$ cat config.mk
export PLATFORM = sky130hd
export DESIGN_NAME = uama_top
export DESIGN_NICKNAME = d
export VERILOG_FILES = /design/src/hdl/uama_pkg.sv /design/src/hdl/uama_match_if.sv /design/src/hdl/uama_match.sv /design/src/hdl/uama_top.sv
export SDC_FILE = /design/constraint.sdc
export NUM_CORES = 1
export LEC_CHECK = 0
export BUFFER_PORTS_ARGS = -buffer_cell sky130_fd_sc_hd__buf_4
export CORE_UTILIZATION = 40
export DETAILED_ROUTE_END_ITERATION = 10
export SYNTH_ARGS = -nofsm -noshare
export SYNTH_HDL_FRONTEND = slang
export SYNTH_SLANG_ARGS = --single-unit
export TNS_END_PERCENT = 30
$ cat constraint.sdc
create_clock -name core_clk -period 1.8 [get_ports core_clk]
set_input_delay 0.18 -clock core_clk [delete_from_list [all_inputs] [get_ports core_clk]]
set_output_delay 0.18 -clock core_clk [all_outputs]
set_load 0.1 [all_outputs]
$ cat src/hdl/uama_pkg.sv
// shared constants and types of the multiprocessor address-match block
package uama_pkg;

  // ==========================================================
  // register offsets
  localparam logic [7:0] REG_STATION      = 8'hA9;
  localparam logic [7:0] REG_STATION_MASK = 8'hB9;
  localparam logic [7:0] REG_CTRL         = 8'hC8;
  localparam logic [7:0] REG_IRQ_STATUS   = 8'hC9;
  localparam logic [7:0] REG_IRQ_MASK     = 8'hCA;
  localparam logic [7:0] REG_RX_DATA      = 8'hCB;
  localparam logic [7:0] REG_RX_INFO      = 8'hCC;
  localparam logic [7:0] REG_LAST_ADDR    = 8'hCD;
  localparam logic [7:0] REG_ACCEPT_CNT   = 8'hCE;
  localparam logic [7:0] REG_DROP_CNT     = 8'hCF;
  localparam logic [7:0] READ_UNMAPPED    = 8'h00;

  // ==========================================================
  // field positions
  localparam int CTRL_FILTER_BIT = 0;
  localparam int CTRL_MODE_LSB   = 1;
  localparam int INFO_RCF_BIT    = 0;
  localparam int INFO_BIT9_BIT   = 1;
  localparam int INFO_SEL_BIT    = 2;
  localparam int IRQ_ACCEPT_BIT  = 0;
  localparam int IRQ_DROP_BIT    = 1;
  localparam int IRQ_FRAME_BIT   = 2;
  localparam int IRQ_OVERRUN_BIT = 3;
  localparam int IRQ_WIDTH       = 4;

  // ==========================================================
  // reset values
  localparam logic [7:0]           STATION_RESET = 8'h00;
  localparam logic [7:0]           MASK_RESET    = 8'h00;
  localparam logic [IRQ_WIDTH-1:0] IRQ_MASK_RESET = 4'h0;
  localparam logic [7:0]           COUNT_RESET   = 8'h00;

  // ==========================================================
  // serial frame modes
  typedef enum logic [1:0] {
    UAMA_MODE_SYNC8  = 2'b00,
    UAMA_MODE_ASYNC10 = 2'b01,
    UAMA_MODE_ASYNC11_FIXED = 2'b10,
    UAMA_MODE_ASYNC11_TIMER = 2'b11
  } uama_mode_t;

  // ==========================================================
  // whole state of the top module
  typedef struct packed {
    logic [7:0]           station;
    logic [7:0]           mask;
    logic                 filter_en;
    uama_mode_t           mode;
    logic [7:0]           rx_data;
    logic                 rx_bit9;
    logic                 rcf;
    logic                 selected;
    logic [7:0]           last_addr;
    logic [IRQ_WIDTH-1:0] irq_status;
    logic [IRQ_WIDTH-1:0] irq_mask;
    logic [7:0]           accept_cnt;
    logic [7:0]           drop_cnt;
    logic [7:0]           rd_data;
    logic                 irq;
  } uama_state_t;

endpackage : uama_pkg

$ cat src/hdl/uama_match_if.sv
// carrier between the top module and the address comparator
interface uama_match_if;
  logic [7:0] rx_byte;
  logic [7:0] station;
  logic [7:0] mask;
  logic       given_hit;
  logic       broadcast_hit;

  modport owner (
    output rx_byte,
    output station,
    output mask,
    input  given_hit,
    input  broadcast_hit
  );

  modport comparator (
    input  rx_byte,
    input  station,
    input  mask,
    output given_hit,
    output broadcast_hit
  );
endinterface : uama_match_if

$ cat src/hdl/uama_match.sv
// given and broadcast address comparator
module uama_match
  import uama_pkg::*;
(
  uama_match_if.comparator m
);

  logic [7:0] broadcast;

  // ==========================================================
  // given address
  // masked bit compare
  assign m.given_hit = (((m.rx_byte ^ m.station) & m.mask) == 8'h00);

  // ==========================================================
  // broadcast address
  // or of address and mask
  assign broadcast = m.station | m.mask;
  // zeros of the broadcast pattern are don't care
  assign m.broadcast_hit = ((m.rx_byte & broadcast) == broadcast);

endmodule : uama_match

$ cat src/hdl/uama_top.sv
// multiprocessor address recognition for the serial port receiver
// ==========================================================
module uama_top
  import uama_pkg::*;
(
  input  wire logic       core_clk,
  input  wire logic       srst,
  // register port
  input  wire logic [7:0] reg_addr,
  input  wire logic [7:0] reg_wr_data,
  input  wire logic       reg_wr_en,
  input  wire logic       reg_rd_en,
  output logic      [7:0] reg_rd_data,
  // frames from the receive shifter, same clock
  input  wire logic       frame_valid,
  input  wire logic [7:0] frame_data,
  input  wire logic       frame_bit9,
  // status toward the core
  output logic            receive_complete_flag,
  output logic            multiproc_filter_enable,
  output logic            slave_selected,
  output logic            irq
);

  // ==========================================================
  // state
  uama_state_t cur;
  uama_state_t next_state;

  localparam uama_state_t STATE_RESET = '{
    station:    STATION_RESET,
    mask:       MASK_RESET,
    filter_en:  1'b0,
    mode:       UAMA_MODE_SYNC8,
    rx_data:    8'h00,
    rx_bit9:    1'b0,
    rcf:        1'b0,
    selected:   1'b0,
    last_addr:  8'h00,
    irq_status: '0,
    irq_mask:   IRQ_MASK_RESET,
    accept_cnt: COUNT_RESET,
    drop_cnt:   COUNT_RESET,
    rd_data:    8'h00,
    irq:        1'b0
  };

  // ==========================================================
  // address comparator
  uama_match_if match_bus ();

  assign match_bus.rx_byte = frame_data;
  assign match_bus.station = cur.station;
  assign match_bus.mask    = cur.mask;

  uama_match u_match (
    .m (match_bus.comparator)
  );

  // ==========================================================
  // frame classification
  logic addr_hit;
  logic mode_11bit;
  logic mode_10bit;
  logic frame_accept;
  logic frame_is_address;
  logic stop_bad;

  assign addr_hit   = match_bus.given_hit | match_bus.broadcast_hit;
  assign mode_11bit = (cur.mode == UAMA_MODE_ASYNC11_FIXED) || (cur.mode == UAMA_MODE_ASYNC11_TIMER);
  assign mode_10bit = (cur.mode == UAMA_MODE_ASYNC10);
  // in 10-bit mode the ninth bit carries the stop bit
  assign stop_bad   = mode_10bit & ~frame_bit9;
  // address bytes marked by ninth bit
  assign frame_is_address = mode_11bit & frame_bit9;

  always_comb
  begin
    frame_accept = 1'b1;
    if (cur.filter_en)
    begin
      if (mode_11bit)
      begin
        frame_accept = frame_bit9 & addr_hit;
      end
      else if (mode_10bit)
      begin
        frame_accept = frame_bit9 & addr_hit;
      end
      else
      begin
        // synchronous mode has no address byte to check
        frame_accept = 1'b1;
      end
    end
    else
    begin
      frame_accept = 1'b1;
    end
  end

  // ==========================================================
  // register access decode
  logic wr_station;
  logic wr_mask;
  logic wr_ctrl;
  logic wr_irq_mask;
  logic wr_accept_cnt;
  logic wr_drop_cnt;
  logic rd_rx_data;
  logic rd_irq_status;

  assign wr_station    = reg_wr_en && (reg_addr == REG_STATION);
  assign wr_mask       = reg_wr_en && (reg_addr == REG_STATION_MASK);
  assign wr_ctrl       = reg_wr_en && (reg_addr == REG_CTRL);
  assign wr_irq_mask   = reg_wr_en && (reg_addr == REG_IRQ_MASK);
  assign wr_accept_cnt = reg_wr_en && (reg_addr == REG_ACCEPT_CNT);
  assign wr_drop_cnt   = reg_wr_en && (reg_addr == REG_DROP_CNT);
  assign rd_rx_data    = reg_rd_en && (reg_addr == REG_RX_DATA);
  assign rd_irq_status = reg_rd_en && (reg_addr == REG_IRQ_STATUS);

  // ==========================================================
  // next-state logic
  logic [IRQ_WIDTH-1:0] irq_set;
  logic [7:0]           rd_value;

  always_comb
  begin
    next_state = cur;
    irq_set    = '0;
    rd_value   = READ_UNMAPPED;

    // software writes
    if (wr_station)
    begin
      next_state.station = reg_wr_data;
    end
    if (wr_mask)
    begin
      next_state.mask = reg_wr_data;
    end
    if (wr_ctrl)
    begin
      next_state.filter_en = reg_wr_data[CTRL_FILTER_BIT];
      next_state.mode      = uama_mode_t'(reg_wr_data[CTRL_MODE_LSB +: 2]);
    end
    if (wr_irq_mask)
    begin
      next_state.irq_mask = reg_wr_data[IRQ_WIDTH-1:0];
    end
    if (wr_accept_cnt)
    begin
      next_state.accept_cnt = COUNT_RESET;
    end
    if (wr_drop_cnt)
    begin
      next_state.drop_cnt = COUNT_RESET;
    end

    // read side effects come before frame events so a set wins
    if (rd_rx_data)
    begin
      next_state.rcf = 1'b0;
    end
    if (rd_irq_status)
    begin
      next_state.irq_status = '0;
    end

    // frame events
    if (frame_valid)
    begin
      if (frame_accept)
      begin
        if (cur.rcf && !rd_rx_data)
        begin
          // previous byte unread, it is overwritten
          irq_set[IRQ_OVERRUN_BIT] = 1'b1;
        end
        next_state.rx_data    = frame_data;
        next_state.rx_bit9    = frame_bit9;
        next_state.rcf        = 1'b1;
        next_state.accept_cnt = cur.accept_cnt + 8'h01;
        irq_set[IRQ_ACCEPT_BIT] = 1'b1;
      end
      else
      begin
        next_state.drop_cnt = cur.drop_cnt + 8'h01;
        irq_set[IRQ_DROP_BIT] = 1'b1;
      end
      if (stop_bad)
      begin
        irq_set[IRQ_FRAME_BIT] = 1'b1;
      end
      // track whether the last address byte picked this station
      if (frame_is_address)
      begin
        next_state.last_addr = frame_data;
        next_state.selected  = addr_hit;
      end
    end

    next_state.irq_status = next_state.irq_status | irq_set;

    // read data, one cycle after the strobe
    case (reg_addr)
      REG_STATION:      rd_value = cur.station;
      REG_STATION_MASK: rd_value = cur.mask;
      REG_CTRL:         rd_value = {5'h00, cur.mode, cur.filter_en};
      REG_IRQ_STATUS:   rd_value = {4'h0, cur.irq_status};
      REG_IRQ_MASK:     rd_value = {4'h0, cur.irq_mask};
      REG_RX_DATA:      rd_value = cur.rx_data;
      REG_RX_INFO:      rd_value = {5'h00, cur.selected, cur.rx_bit9, cur.rcf};
      REG_LAST_ADDR:    rd_value = cur.last_addr;
      REG_ACCEPT_CNT:   rd_value = cur.accept_cnt;
      REG_DROP_CNT:     rd_value = cur.drop_cnt;
      default:          rd_value = READ_UNMAPPED;
    endcase
    next_state.rd_data = reg_rd_en ? rd_value : 8'h00;

    // level interrupt from sticky status and mask
    next_state.irq = |(next_state.irq_status & next_state.irq_mask);
  end

  // ==========================================================
  // state register
  always_ff @(posedge core_clk)
  begin
    if (srst)
    begin
      cur <= STATE_RESET;
    end
    else
    begin
      cur <= next_state;
    end
  end

  // ==========================================================
  // outputs
  assign reg_rd_data             = cur.rd_data;
  assign receive_complete_flag   = cur.rcf;
  assign multiproc_filter_enable = cur.filter_en;
  assign slave_selected          = cur.selected;
  assign irq                     = cur.irq;

endmodule : uama_top

; ---- After elaboration in Yosys (flattened, before gate mapping)
; Index checks and enable logic that the tools add are counted.
[word_totals]
input_bits = 30
register_bits = 71
out_inout_bits = 12
word_cells = 80
[classes]
n_addsub = 2
n_eq_ne = 14
bitwise_logic = 12
n_reduce_logical = 16
mux = 21
[ops]
columns = cell, count
row1 = $eq A8 B8 Y1 const B, 10
row2 = $pmux W8 S10, 1
row3 = $mux W8, 4
row4 = $add A8 B1 Y8 const B, 2
row5 = $and A8 B8 Y8, 2
row6 = $mux W16, 1
row7 = $mux W4, 3
row8 = $mux W1, 10
row9 = $mux W10, 1
row10 = $logic_and A1 B1 Y1, 9
row11 = $mux W9, 1
row12 = $eq A8 B8 Y1, 1
row13 = $logic_not A8 Y1, 1
row14 = $or A8 B8 Y8, 1
row15 = $xor A8 B8 Y8, 1
row16 = $and A4 B4 Y4, 1
row17 = $eq A2 B2 Y1 const B, 2
row18 = $or A4 B4 Y4, 1
row19 = $reduce_and A2 Y1, 2
row20 = $reduce_or A4 Y1, 1
row21 = $and A1 B1 Y1, 3
row22 = $eq A2 B1 Y1 const B, 1
row23 = $not A1 Y1, 2
row24 = $reduce_or A2 Y1, 1
row25 = other kinds (3), 3

; ---- Depth between registers and ports, before layout
; Gate-level depths: netlist (run 1).
[depth]
depth_word = 13
ltp_mapped = 8
ltp_nobuf = 6

; ---- Cells and area by module
; From an unflattened synthesis (run 1), not the netlist that was laid out.
[hier_totals]
cells_unflattened = 404
area_unflattened_um2 = 3414.5
[modules_own_cells]
columns = module, n_inst, seq_area_each_um2, area_each_um2, cells_per_inst
row1 = uama_top, 1, 1421.4, 3238.1, 379
row2 = uama_match, 1, 0.0, 176.4, 25

; ---- Least setup slack after synthesis (run 1)
; OpenSTA, ideal clock, no wires.
[synth_timing]
path_kind = register to register
startpoint = register cur (netlist bit multiproc_filter_enable)
endpoint = register cur[23] (netlist name)
stages_incl_launch_ff = 7
period_less_slack_ns = 2.215
setup_slack_ns = -0.415
n_path_buf = 1
t_required_ns = 1.680
setup_time_ns = 0.120
arrival_time_ns = 2.095
path_cell_list = dfxtp_1 -> o21ai_0 -> o21a_1 -> o21ai_2 -> buf_4 -> nor4_1 -> a211o_1
[synth_via]
elab_chain_cells = 3
[synth_rtl]
columns = element, line
row1 = "start, declared", uama_top.sv:27  ; uama_state_t cur;
row2 = "start signal, assigned", uama_top.sv:235  ; cur <= next_state;
row3 = $mux W1, uama_top.sv:80  ; if (cur.filter_en)
row4 = $mux W8, uama_top.sv:173  ; if (frame_accept)
row5 = $mux W16, uama_top.sv:171  ; if (frame_valid)
; No other way between the ends.
; A chain may end at the register's enable or synchronous reset.

; ---- Worst setup path in the final report (run 1)
[layout_timing]
startpoint = register cur (netlist bit match_bus.station[3])
endpoint = register cur[11] (netlist name)
[layout_via]
elab_chain_cells = 10
word_cells_on_any_way = 13
classes_between = eq/ne (1) / mux (5) / bitwise (6) / reduce/logical (1)
[layout_rtl]
columns = element, line
row1 = $or A8 B8 Y8 / $xor A8 B8 Y8 (equally long branches), "uama_match.sv:18, uama_match.sv:13"
row2 = "$and A8 B8 Y8, on equally long branches", "uama_match.sv:20, uama_match.sv:13"
row3 = $eq A8 B8 Y1 / $logic_not A8 Y1 (equally long branches), "uama_match.sv:20, uama_match.sv:13"
row4 = $or A1 B1 Y1 (*), uama_top.sv:69  ; assign addr_hit = match_bus.given_hit | match_bus.broadcast_hit;
row5 = $and A1 B1 Y1 (*), "uama_top.sv:84, uama_top.sv:88"
row6 = $mux W1, uama_top.sv:86  ; else if (mode_10bit)
row7 = $mux W1 (*), uama_top.sv:82  ; if (mode_11bit)
row8 = $mux W1 (*), uama_top.sv:80
row9 = $mux W8 (*), uama_top.sv:173
row10 = $mux W16 (*), uama_top.sv:171
; Mark *: on every way between the ends. The rest lies on a longest branch, timed or not.

==> summary by stage, run 1 <==
Run status
The run finished, with violations left. The checks that failed: design-rule violations, negative setup slack.

Critical path
The most critical setup path has its startpoint at match_bus.station[3]$_SDFFE_PP0P_. For flop-to-flop paths, the worst setup slack is -0.04 ns. The worst-path maximum fanout is 5. The timing endpoint of the critical path is cur[11]$_SDFF_PP0_. The data arrival time of the critical path is 2.08 ns. The worst reg2reg path startpoint is match_bus.station[3]$_SDFFE_PP0P_. The type of the worst setup path is register to register.

The worst setup path is launched from a register. The category of the worst setup path capture point is a register. At the worst endpoint, the required time is ~2.0 ns. Counting cells, the worst reg-to-reg path comes to 8. In this run the critical register-to-register path is captured at cur[11]$_SDFF_PP0_.

Global route
Global routing finished with a remaining overflow of 0. For met2 alone, demand over resource in global routing was 0.368. Across every metal layer, demand over resource in global routing totals 0.232. The met3 track demand over resource in global routing is 0.0415. The number of antenna violations at the first check in global routing was 0. The wire length of the first global-routing pass is around 17000 µm. The pin count of the biggest net entering global routing is 35. The number of global-route vias before repair is between 3000 and 4000. The met1 demand-to-capacity share in global routing is 0.300.

The global-route layer with the greatest usage is met2.

STA
The final max-slew violation count is 0. The clock arrives with ~0.013 ns of skew. Across all setup checks in the final design, the least slack found is -0.0402 ns. Setup repair after global routing could not meet its margin everywhere. In this run the tightest slew margin relative to its limit is 0.557.

The setup TNS after final layout is -0.176 ns. Dividing the final minimum period by the clock period gives 1.02. Setup violations remaining at the end of the flow were counted as 7. The final-layout worst hold slack is between 0.06 and 0.07 ns. The slew of the pin with the lowest slew margin is 0.661 ns. The final hold violation count is 0. The shortest clock period the worst path allows after layout is between 1.5 and 2 ns. Timing would allow up to between 500 and 600 MHz.

Place
The detailed-placement wirelength estimate is roughly 7700 µm. The count of port buffers added during placement is 41. The final estimated routing congestion in global placement is approximately 0.87. Summing all placed instances gives a cell area of 4270 µm².

Die
42 I/O pins were placed. The die covers 9590 µm². The die is 97.9 µm tall. For this configuration, the core starts out at a cell density of 0.418. The floorplan step set the die width to around 98 µm. The floorplan core area is between 8000 and 9000 µm². The floorplan has 34 rows.

Logic synthesis
The total of flip-flops plus latches after synthesis is 71. The post-synthesis average cell area is 8.87 µm². The cell area that synthesis handed to floorplanning was 3680 µm². The instance count of the mapped netlist is 415. For this run, the number of Yosys warnings is 0.

Of the synthesized area, sequential elements account for 0.386. The primary flip-flop cell chosen by synthesis mapping is sky130_fd_sc_hd__dfxtp_1. The post-synthesis async set-or-reset flop share is 0. Yosys mapped a number of flops with a built-in enable equal to 0.

The number of distinct library cell variants in the gate-level netlist after synthesis is 55. Counting every net in the synthesized netlist gives between 400 and 500.

Route
The initial detailed-routing violation count is 200. The count of unresolved DRC violations after routing is 3. The average wire per standard cell is 17.9 µm. After detailed routing, the number of vias per cell comes to 5.73. Summed over all layers, the routed wires come to roughly 11000 µm.

Once detail routing completed, the nets flagged for antenna violations numbered 0. The total vias in the final route is 3411. The pre-antenna-repair detailed-routing pass consisted of 7 iterations.

Clocking
The number of buffers on the longest clock path is 2. The library cell used as clock root buffer is sky130_fd_sc_hd__clkbuf_8. The level count of the clock H-tree is 3. The number of clock buffers added by TritonCTS is 9.

For the worst-skew pair, the clock arrives at the later sink with an insertion delay of roughly 0.36 ns. Clock-pin slew was measured on the worst setup and hold paths at about 0.08 ns. TritonCTS built the clock tree. The clock sink total is 71.

Worst hold path
The path class of the tightest hold or removal check is input pin to register.

Final layout
The synthesis-to-layout area growth is 26.7%. The fraction of final layout cells sized beyond drive strength 1 is 0.310. The share of the core filled with cells is 0.530. Counting the fill cells in the layout gives roughly 830. The post-layout instance area is 4660 µm². The number of nets in the finished design is roughly 520. The number of antenna diodes in the final layout is 0.

Pwr
The power per standard cell area is between 700 and 800 nW/µm². Summed over all cells, the static leakage comes to roughly 2.0 nW. The worst voltage drop across the vdd grid is ~0.45 mV.

Job
The count of maximum capacitance violations is 0.
[synth_stat cells, types with 7 or more instances]
library cell,instances,share of area
sky130_fd_sc_hd__a211o_1,10,0.024
sky130_fd_sc_hd__a21oi_1,29,0.039
sky130_fd_sc_hd__a22oi_1,10,0.020
sky130_fd_sc_hd__and3_1,7,0.012
sky130_fd_sc_hd__buf_4,12,0.024
sky130_fd_sc_hd__clkbuf_1,11,0.011
sky130_fd_sc_hd__dfxtp_1,71,0.39
sky130_fd_sc_hd__mux2_2,15,0.046
sky130_fd_sc_hd__mux2i_1,28,0.076
sky130_fd_sc_hd__nand2_1,54,0.055
sky130_fd_sc_hd__nand2b_1,10,0.017
sky130_fd_sc_hd__nand3_1,16,0.022
sky130_fd_sc_hd__nor2_1,30,0.031
sky130_fd_sc_hd__nor4b_1,8,0.019
sky130_fd_sc_hd__xor2_1,8,0.019
[state kept, by name, summed over array words and instances (netlist names)]
register and count:
irq 1, cur 43, multiproc_filter_enable 1, reg_rd_data 8, match_bus.mask 8, receive_complete_flag 1, match_bus.station 8, slave_selected 1
[how the worst min path moves through the flow]
stage               slack (ns)            from  cells after the start                                end
floorplan                 0.32   frame_data[0]                      2               cur[33]$_SDFFE_PP0P_
global placement          0.42  reg_wr_data[6]                      3     match_bus.mask[6]$_SDFFE_PP0P_
detailed placement        0.43  reg_wr_data[5]                      3     match_bus.mask[5]$_SDFFE_PP0P_
CTS                       0.06  reg_wr_data[7]                      3     match_bus.mask[7]$_SDFFE_PP0P_
global route              0.06  reg_wr_data[5]                      3  match_bus.station[5]$_SDFFE_PP0P_
finish                    0.06  reg_wr_data[5]                      3     match_bus.mask[5]$_SDFFE_PP0P_
[power breakdown]
group,internal (W),switching (W)
combinational,0.000124,0.000176
sequential,0.00159,0.0000148
clock,0.000990,0.000615
[layout by cell type (no fill, tap or decap), types with 4 or more instances in the layout]
master / Yosys / layout
sky130_fd_sc_hd__nor2b_1: 4 / 4
sky130_fd_sc_hd__dfxtp_1: 71 / 63
sky130_fd_sc_hd__a22o_1: 5 / 5
sky130_fd_sc_hd__nand2b_1: 10 / 10
sky130_fd_sc_hd__dfxtp_2: 0 / 7
sky130_fd_sc_hd__a21oi_1: 29 / 28
sky130_fd_sc_hd__nor3_1: 5 / 5
sky130_fd_sc_hd__and3_1: 7 / 7
sky130_fd_sc_hd__nor4b_1: 8 / 7
sky130_fd_sc_hd__a22oi_1: 10 / 7
sky130_fd_sc_hd__a21o_1: 5 / 5
sky130_fd_sc_hd__mux2_2: 15 / 15
sky130_fd_sc_hd__nand3_1: 16 / 16
sky130_fd_sc_hd__nor2_1: 30 / 30
sky130_fd_sc_hd__nand2_1: 54 / 54
sky130_fd_sc_hd__buf_4: 12 / 84
sky130_fd_sc_hd__mux2i_1: 28 / 28
sky130_fd_sc_hd__a211o_1: 10 / 10
sky130_fd_sc_hd__clkbuf_8: 0 / 11
sky130_fd_sc_hd__o21ai_0: 6 / 5
sky130_fd_sc_hd__o21bai_1: 6 / 4
sky130_fd_sc_hd__nor4_1: 6 / 6
sky130_fd_sc_hd__xor2_1: 8 / 7
[routing by layer]
| layer | up-vias | wire length (µm) |
|---|---|---|
| met5 | - | 0 |
| met4 | 0 | 341 |
| met3 | 24 | 515 |
| met2 | 103 | 4940 |
| met1 | 1650 | 4850 |
| li1 | 1634 | - |
[metrics by stage]
stage / cells / setup slack [ns] / total power [W]
2_1_floorplan: 415 / 0.0761 / 0.00178
3_3_place_gp: 573 / -0.0950 / 0.00192
3_5_place_dp: 573 / -0.123 / 0.00193
4_1_cts: 594 / -0.00974 / 0.00351
5_1_grt: 595 / -0.148 / 0.00361
6_report: 595 / -0.0402 / 0.00351
[critical path: stages (launching register included)]
cell	delay (ns)
sky130_fd_sc_hd__dfxtp_2	0.34
sky130_fd_sc_hd__buf_4	0.13
sky130_fd_sc_hd__o21bai_1	0.14
sky130_fd_sc_hd__o2111ai_2	0.14
sky130_fd_sc_hd__o211a_1	0.29
sky130_fd_sc_hd__a21oi_4	0.19
sky130_fd_sc_hd__buf_6	0.16
sky130_fd_sc_hd__nor4b_1	0.05
sky130_fd_sc_hd__a211o_1	0.28
[repair_timing]
action,4_1_cts,5_1_grt
buffers inserted,5,1
endpoints found under the setup margin,9,23
pin swaps,9,8
gates resized for setup,19,5
cloned,1,0
endpoints found under the hold margin,0,0
hold buffers,0,0
[cell type report]
type / count / area (µm²) / area share
Multi-Input combinational cell: 310 / 2150 / 0.461
Sequential cell: 71 / 1430 / 0.307
Timing Repair Buffer: 88 / 687 / 0.147
Clock buffer: 12 / 155 / 0.0333
Tap cell: 108 / 135 / 0.0290
Clock inverter: 3 / 90.1 / 0.0193
Inverter: 3 / 11.3 / 0.00241
[kinds of logic after synthesis]
family	synth area share
DFF	0.386
and+or+nand+nor	0.232
xor gates and xnor gates	0.0190
muxes	0.128
adders and majority gates	0.00680
AOI/OAI and AO/OA	0.179
buffers and inverters	0.0489
Note: power is estimated with default switching activity, not from simulation.
==> run 2: changes to the inputs <==
--- a/config.mk
+++ b/config.mk
@@ -8,6 +8,7 @@
 export BUFFER_PORTS_ARGS = -buffer_cell sky130_fd_sc_hd__buf_4
 export CORE_UTILIZATION = 40
 export DETAILED_ROUTE_END_ITERATION = 10
+export REMOVE_ABC_BUFFERS = 1
 export SYNTH_ARGS = -nofsm -noshare
 export SYNTH_HDL_FRONTEND = slang
 export SYNTH_SLANG_ARGS = --single-unit
==> run 2 against run 1 <==
  * The run still ends with design-rule violations, negative setup slack left
  * Combinational power increased by 4%
  * Flip-flop and latch count did not move
  * Count of clock-buffer cells in the layout shrank 1
  * Fmax is 0.80% higher
  * Die area unchanged
  * Largest power group is now registers
  * Design area is 0.78% higher
==> summary by stage, run 2 (synthesized netlist as in run 1, its figures left out) <==
Final layout
The fraction of final layout cells sized beyond drive strength 1 is 0.324. The post-layout instance area is 4700 µm². The most common cell after layout, fill and taps aside is sky130_fd_sc_hd__buf_4. 0 antenna diodes ended up in the layout. The number of nets in the finished design is 519. The register containing the most flip-flops in the final layout is cur. The library cells used most frequently in the layout, excluding fill and tap cells, are sky130_fd_sc_hd__buf_4, sky130_fd_sc_hd__dfxtp_1, sky130_fd_sc_hd__nand2_1. The share of the core filled with cells is 0.534. The register with the most flip-flops in the layout has 43 of them. The number of fillers in the final layout is roughly 840. The synthesis-to-layout area growth is 27.7%.

Critical path
Of all nets on the critical path, the largest fanout is 6. The worst reg2reg path startpoint is match_bus.station[7]$_SDFFE_PP0P_. The data required time of the worst path is just over 2 ns.

The data arrival time of the critical path is ~2.1 ns. The setup slack of the worst register-to-register path is -0.03 ns. The type of the worst setup path is register to register. STA classifies the critical path startpoint as a register.

In this run the worst setup path begins at match_bus.station[7]$_SDFFE_PP0P_. The worst setup path is captured at a register.

Die
The floorplan core area is about 8800 µm². The die outline area is 9590 µm². The number of top-level design ports is 42. The initial utilization of the core area, before any placement, comes to 0.418. The row count is 34. Measured along the x axis, the die boundary spans 97.9 µm. The die height is between 90 and 100 µm.

STA
The final clock period utilization by the worst path is 1.01. After routing, the total negative slack on setup checks comes to -0.0836 ns. Setup violations remaining at the end of the flow were counted as 7.

Setup repair after global routing could not meet its margin everywhere. The headroom to the max-slew limit is 0.589. The post-layout worst setup margin is -0.0257 ns. The fmax is between 500 and 600 MHz. At the pin with the least slew margin, the transition time is just over 0.6 ns. The final max-slew violation count was 0. Between clock sinks in the finished design, the worst skew comes to around 0.0094 ns. The smallest clock period supported by the final layout is computed as between 1.5 and 2 ns. The final hold violation count came to 0.

Pwr
IR analysis of the VDD net gives a maximum drop of about 0.43 mV. For this design the static power due to leakage is approximately 2 nW. The power per standard cell area is 726 nW/µm². Summing internal, switching and leakage power gives 0.00341 W.

Run status
The checks that failed: design-rule violations, negative setup slack. The run finished, with violations left.

Route
The routed layout has ~3400 vias. The average wire per standard cell is between 15 and 20 µm. Once detail routing completed, the nets flagged for antenna violations numbered 0.

The via density per instance is 5.63. In this run, the number of DRC markers left after iteration 0 of detailed routing was ~190. The total detailed-routing wirelength is about 11000 µm. For this run, the detailed router's first-pass iteration total came to 7.

In the routed design, unresolved DRC markers number 2.

Place
Detailed placement finished with a half-perimeter wire length of a little under 8000 µm. The post-detailed-placement cell area is ~4300 µm². The worst slack at placement is -0.107 ns. The congestion estimate from routability-driven global placement came to 0.848. Port buffering added about 40 buffers.

Clocking
The clock transition at the registers of the reported paths is about 0.080 ns. The clock tree from TritonCTS is done. The latest clock arrival within the worst-skew pair is approximately 0.35 ns.

The number of buffers on the longest clock path is 2. The number of hold buffers added after CTS was 0. Clock tree synthesis found a total of 71 sinks. The level count of the clock H-tree is 3. TritonCTS created 9 clock buffers. The library cell used as clock root buffer is sky130_fd_sc_hd__clkbuf_8.

Global route
For this run the aggregate overflow at the end of global routing stands at 0. The number of global-route vias before repair is 3284. The total global-route track usage is 0.229.

The pin count of the biggest net entering global routing is 31. The number of antenna violations at the first check in global routing was 0. The first global-routing pass estimated between 15000 and 20000 µm of wire.

Worst hold path
The min-delay analysis places its worst path in the category input pin to register. In this run the most critical hold path is launched from reg_wr_data[6].

Job
Max-cap violations in this run came to 0.
## run 2: per-layer routing
layer | vias up | wire, µm | track usage
met4 | 0 | 195 | 0.0804
met3 | 17 | 597 | 0.0365
met1 | 1615 | 4810 | 0.303
li1 | 1645 | - | -
met2 | 94 | 4950 | 0.379
met5 | - | 0 | 0
## run 2: stage by stage
stage,std cells,hold WS [ns]
finish,599,0.0706
global route,599,0.0731
CTS,598,0.0666
detailed placement,581,0.433
global placement,581,0.421
floorplan,384,0.249
## run 2: final cells by class
class	count	area [µm²]	share of cell area
well taps	108	135	0.0287
flip-flops and latches	71	1430	0.304
repair buffers	92	711	0.151
clock buffers	11	151	0.0322
inverters	3	11.3	0.00240
clock inverters	4	77.6	0.0165
multi-input cells	310	2190	0.465
## run 2: worst max-delay path: stages (launching register included)
cell	delay, ns
sky130_fd_sc_hd__dfxtp_2	0.35
sky130_fd_sc_hd__xor2_2	0.15
sky130_fd_sc_hd__a22oi_2	0.24
sky130_fd_sc_hd__nand4_1	0.24
sky130_fd_sc_hd__a21oi_4	0.25
sky130_fd_sc_hd__buf_6	0.16
sky130_fd_sc_hd__nor4b_1	0.05
sky130_fd_sc_hd__a211o_1	0.27
## run 2: worst paths after layout
| path | to | cells after the start |
|---|---|---|
| worst max-delay path | cur[11]$_SDFF_PP0_ | 7 |
| worst min-delay path | match_bus.station[6]$_SDFFE_PP0P_ | 3 |
| worst max register to register | cur[11]$_SDFF_PP0_ | 7 |
| worst min register to register | cur[49]$_SDFFE_PP0P_ | 2 |
## run 2: where the power goes
group	total, W	internal, W	switching, W	leakage (nW)
registers	0.00160	0.00159	0.0000155	0.578
clock network	0.00149	0.000856	0.000638	0.116
logic	0.000313	0.000134	0.000179	1.35
## run 2: repair_timing
item / 4_1_cts / 5_1_grt
hold endpoints to repair: 0 / 0
cloned: 1 / 0
setup endpoints to repair: 26 / 29
pin swaps: 7 / 4
setup buffers: 1 / 1
resized for setup: 22 / 11
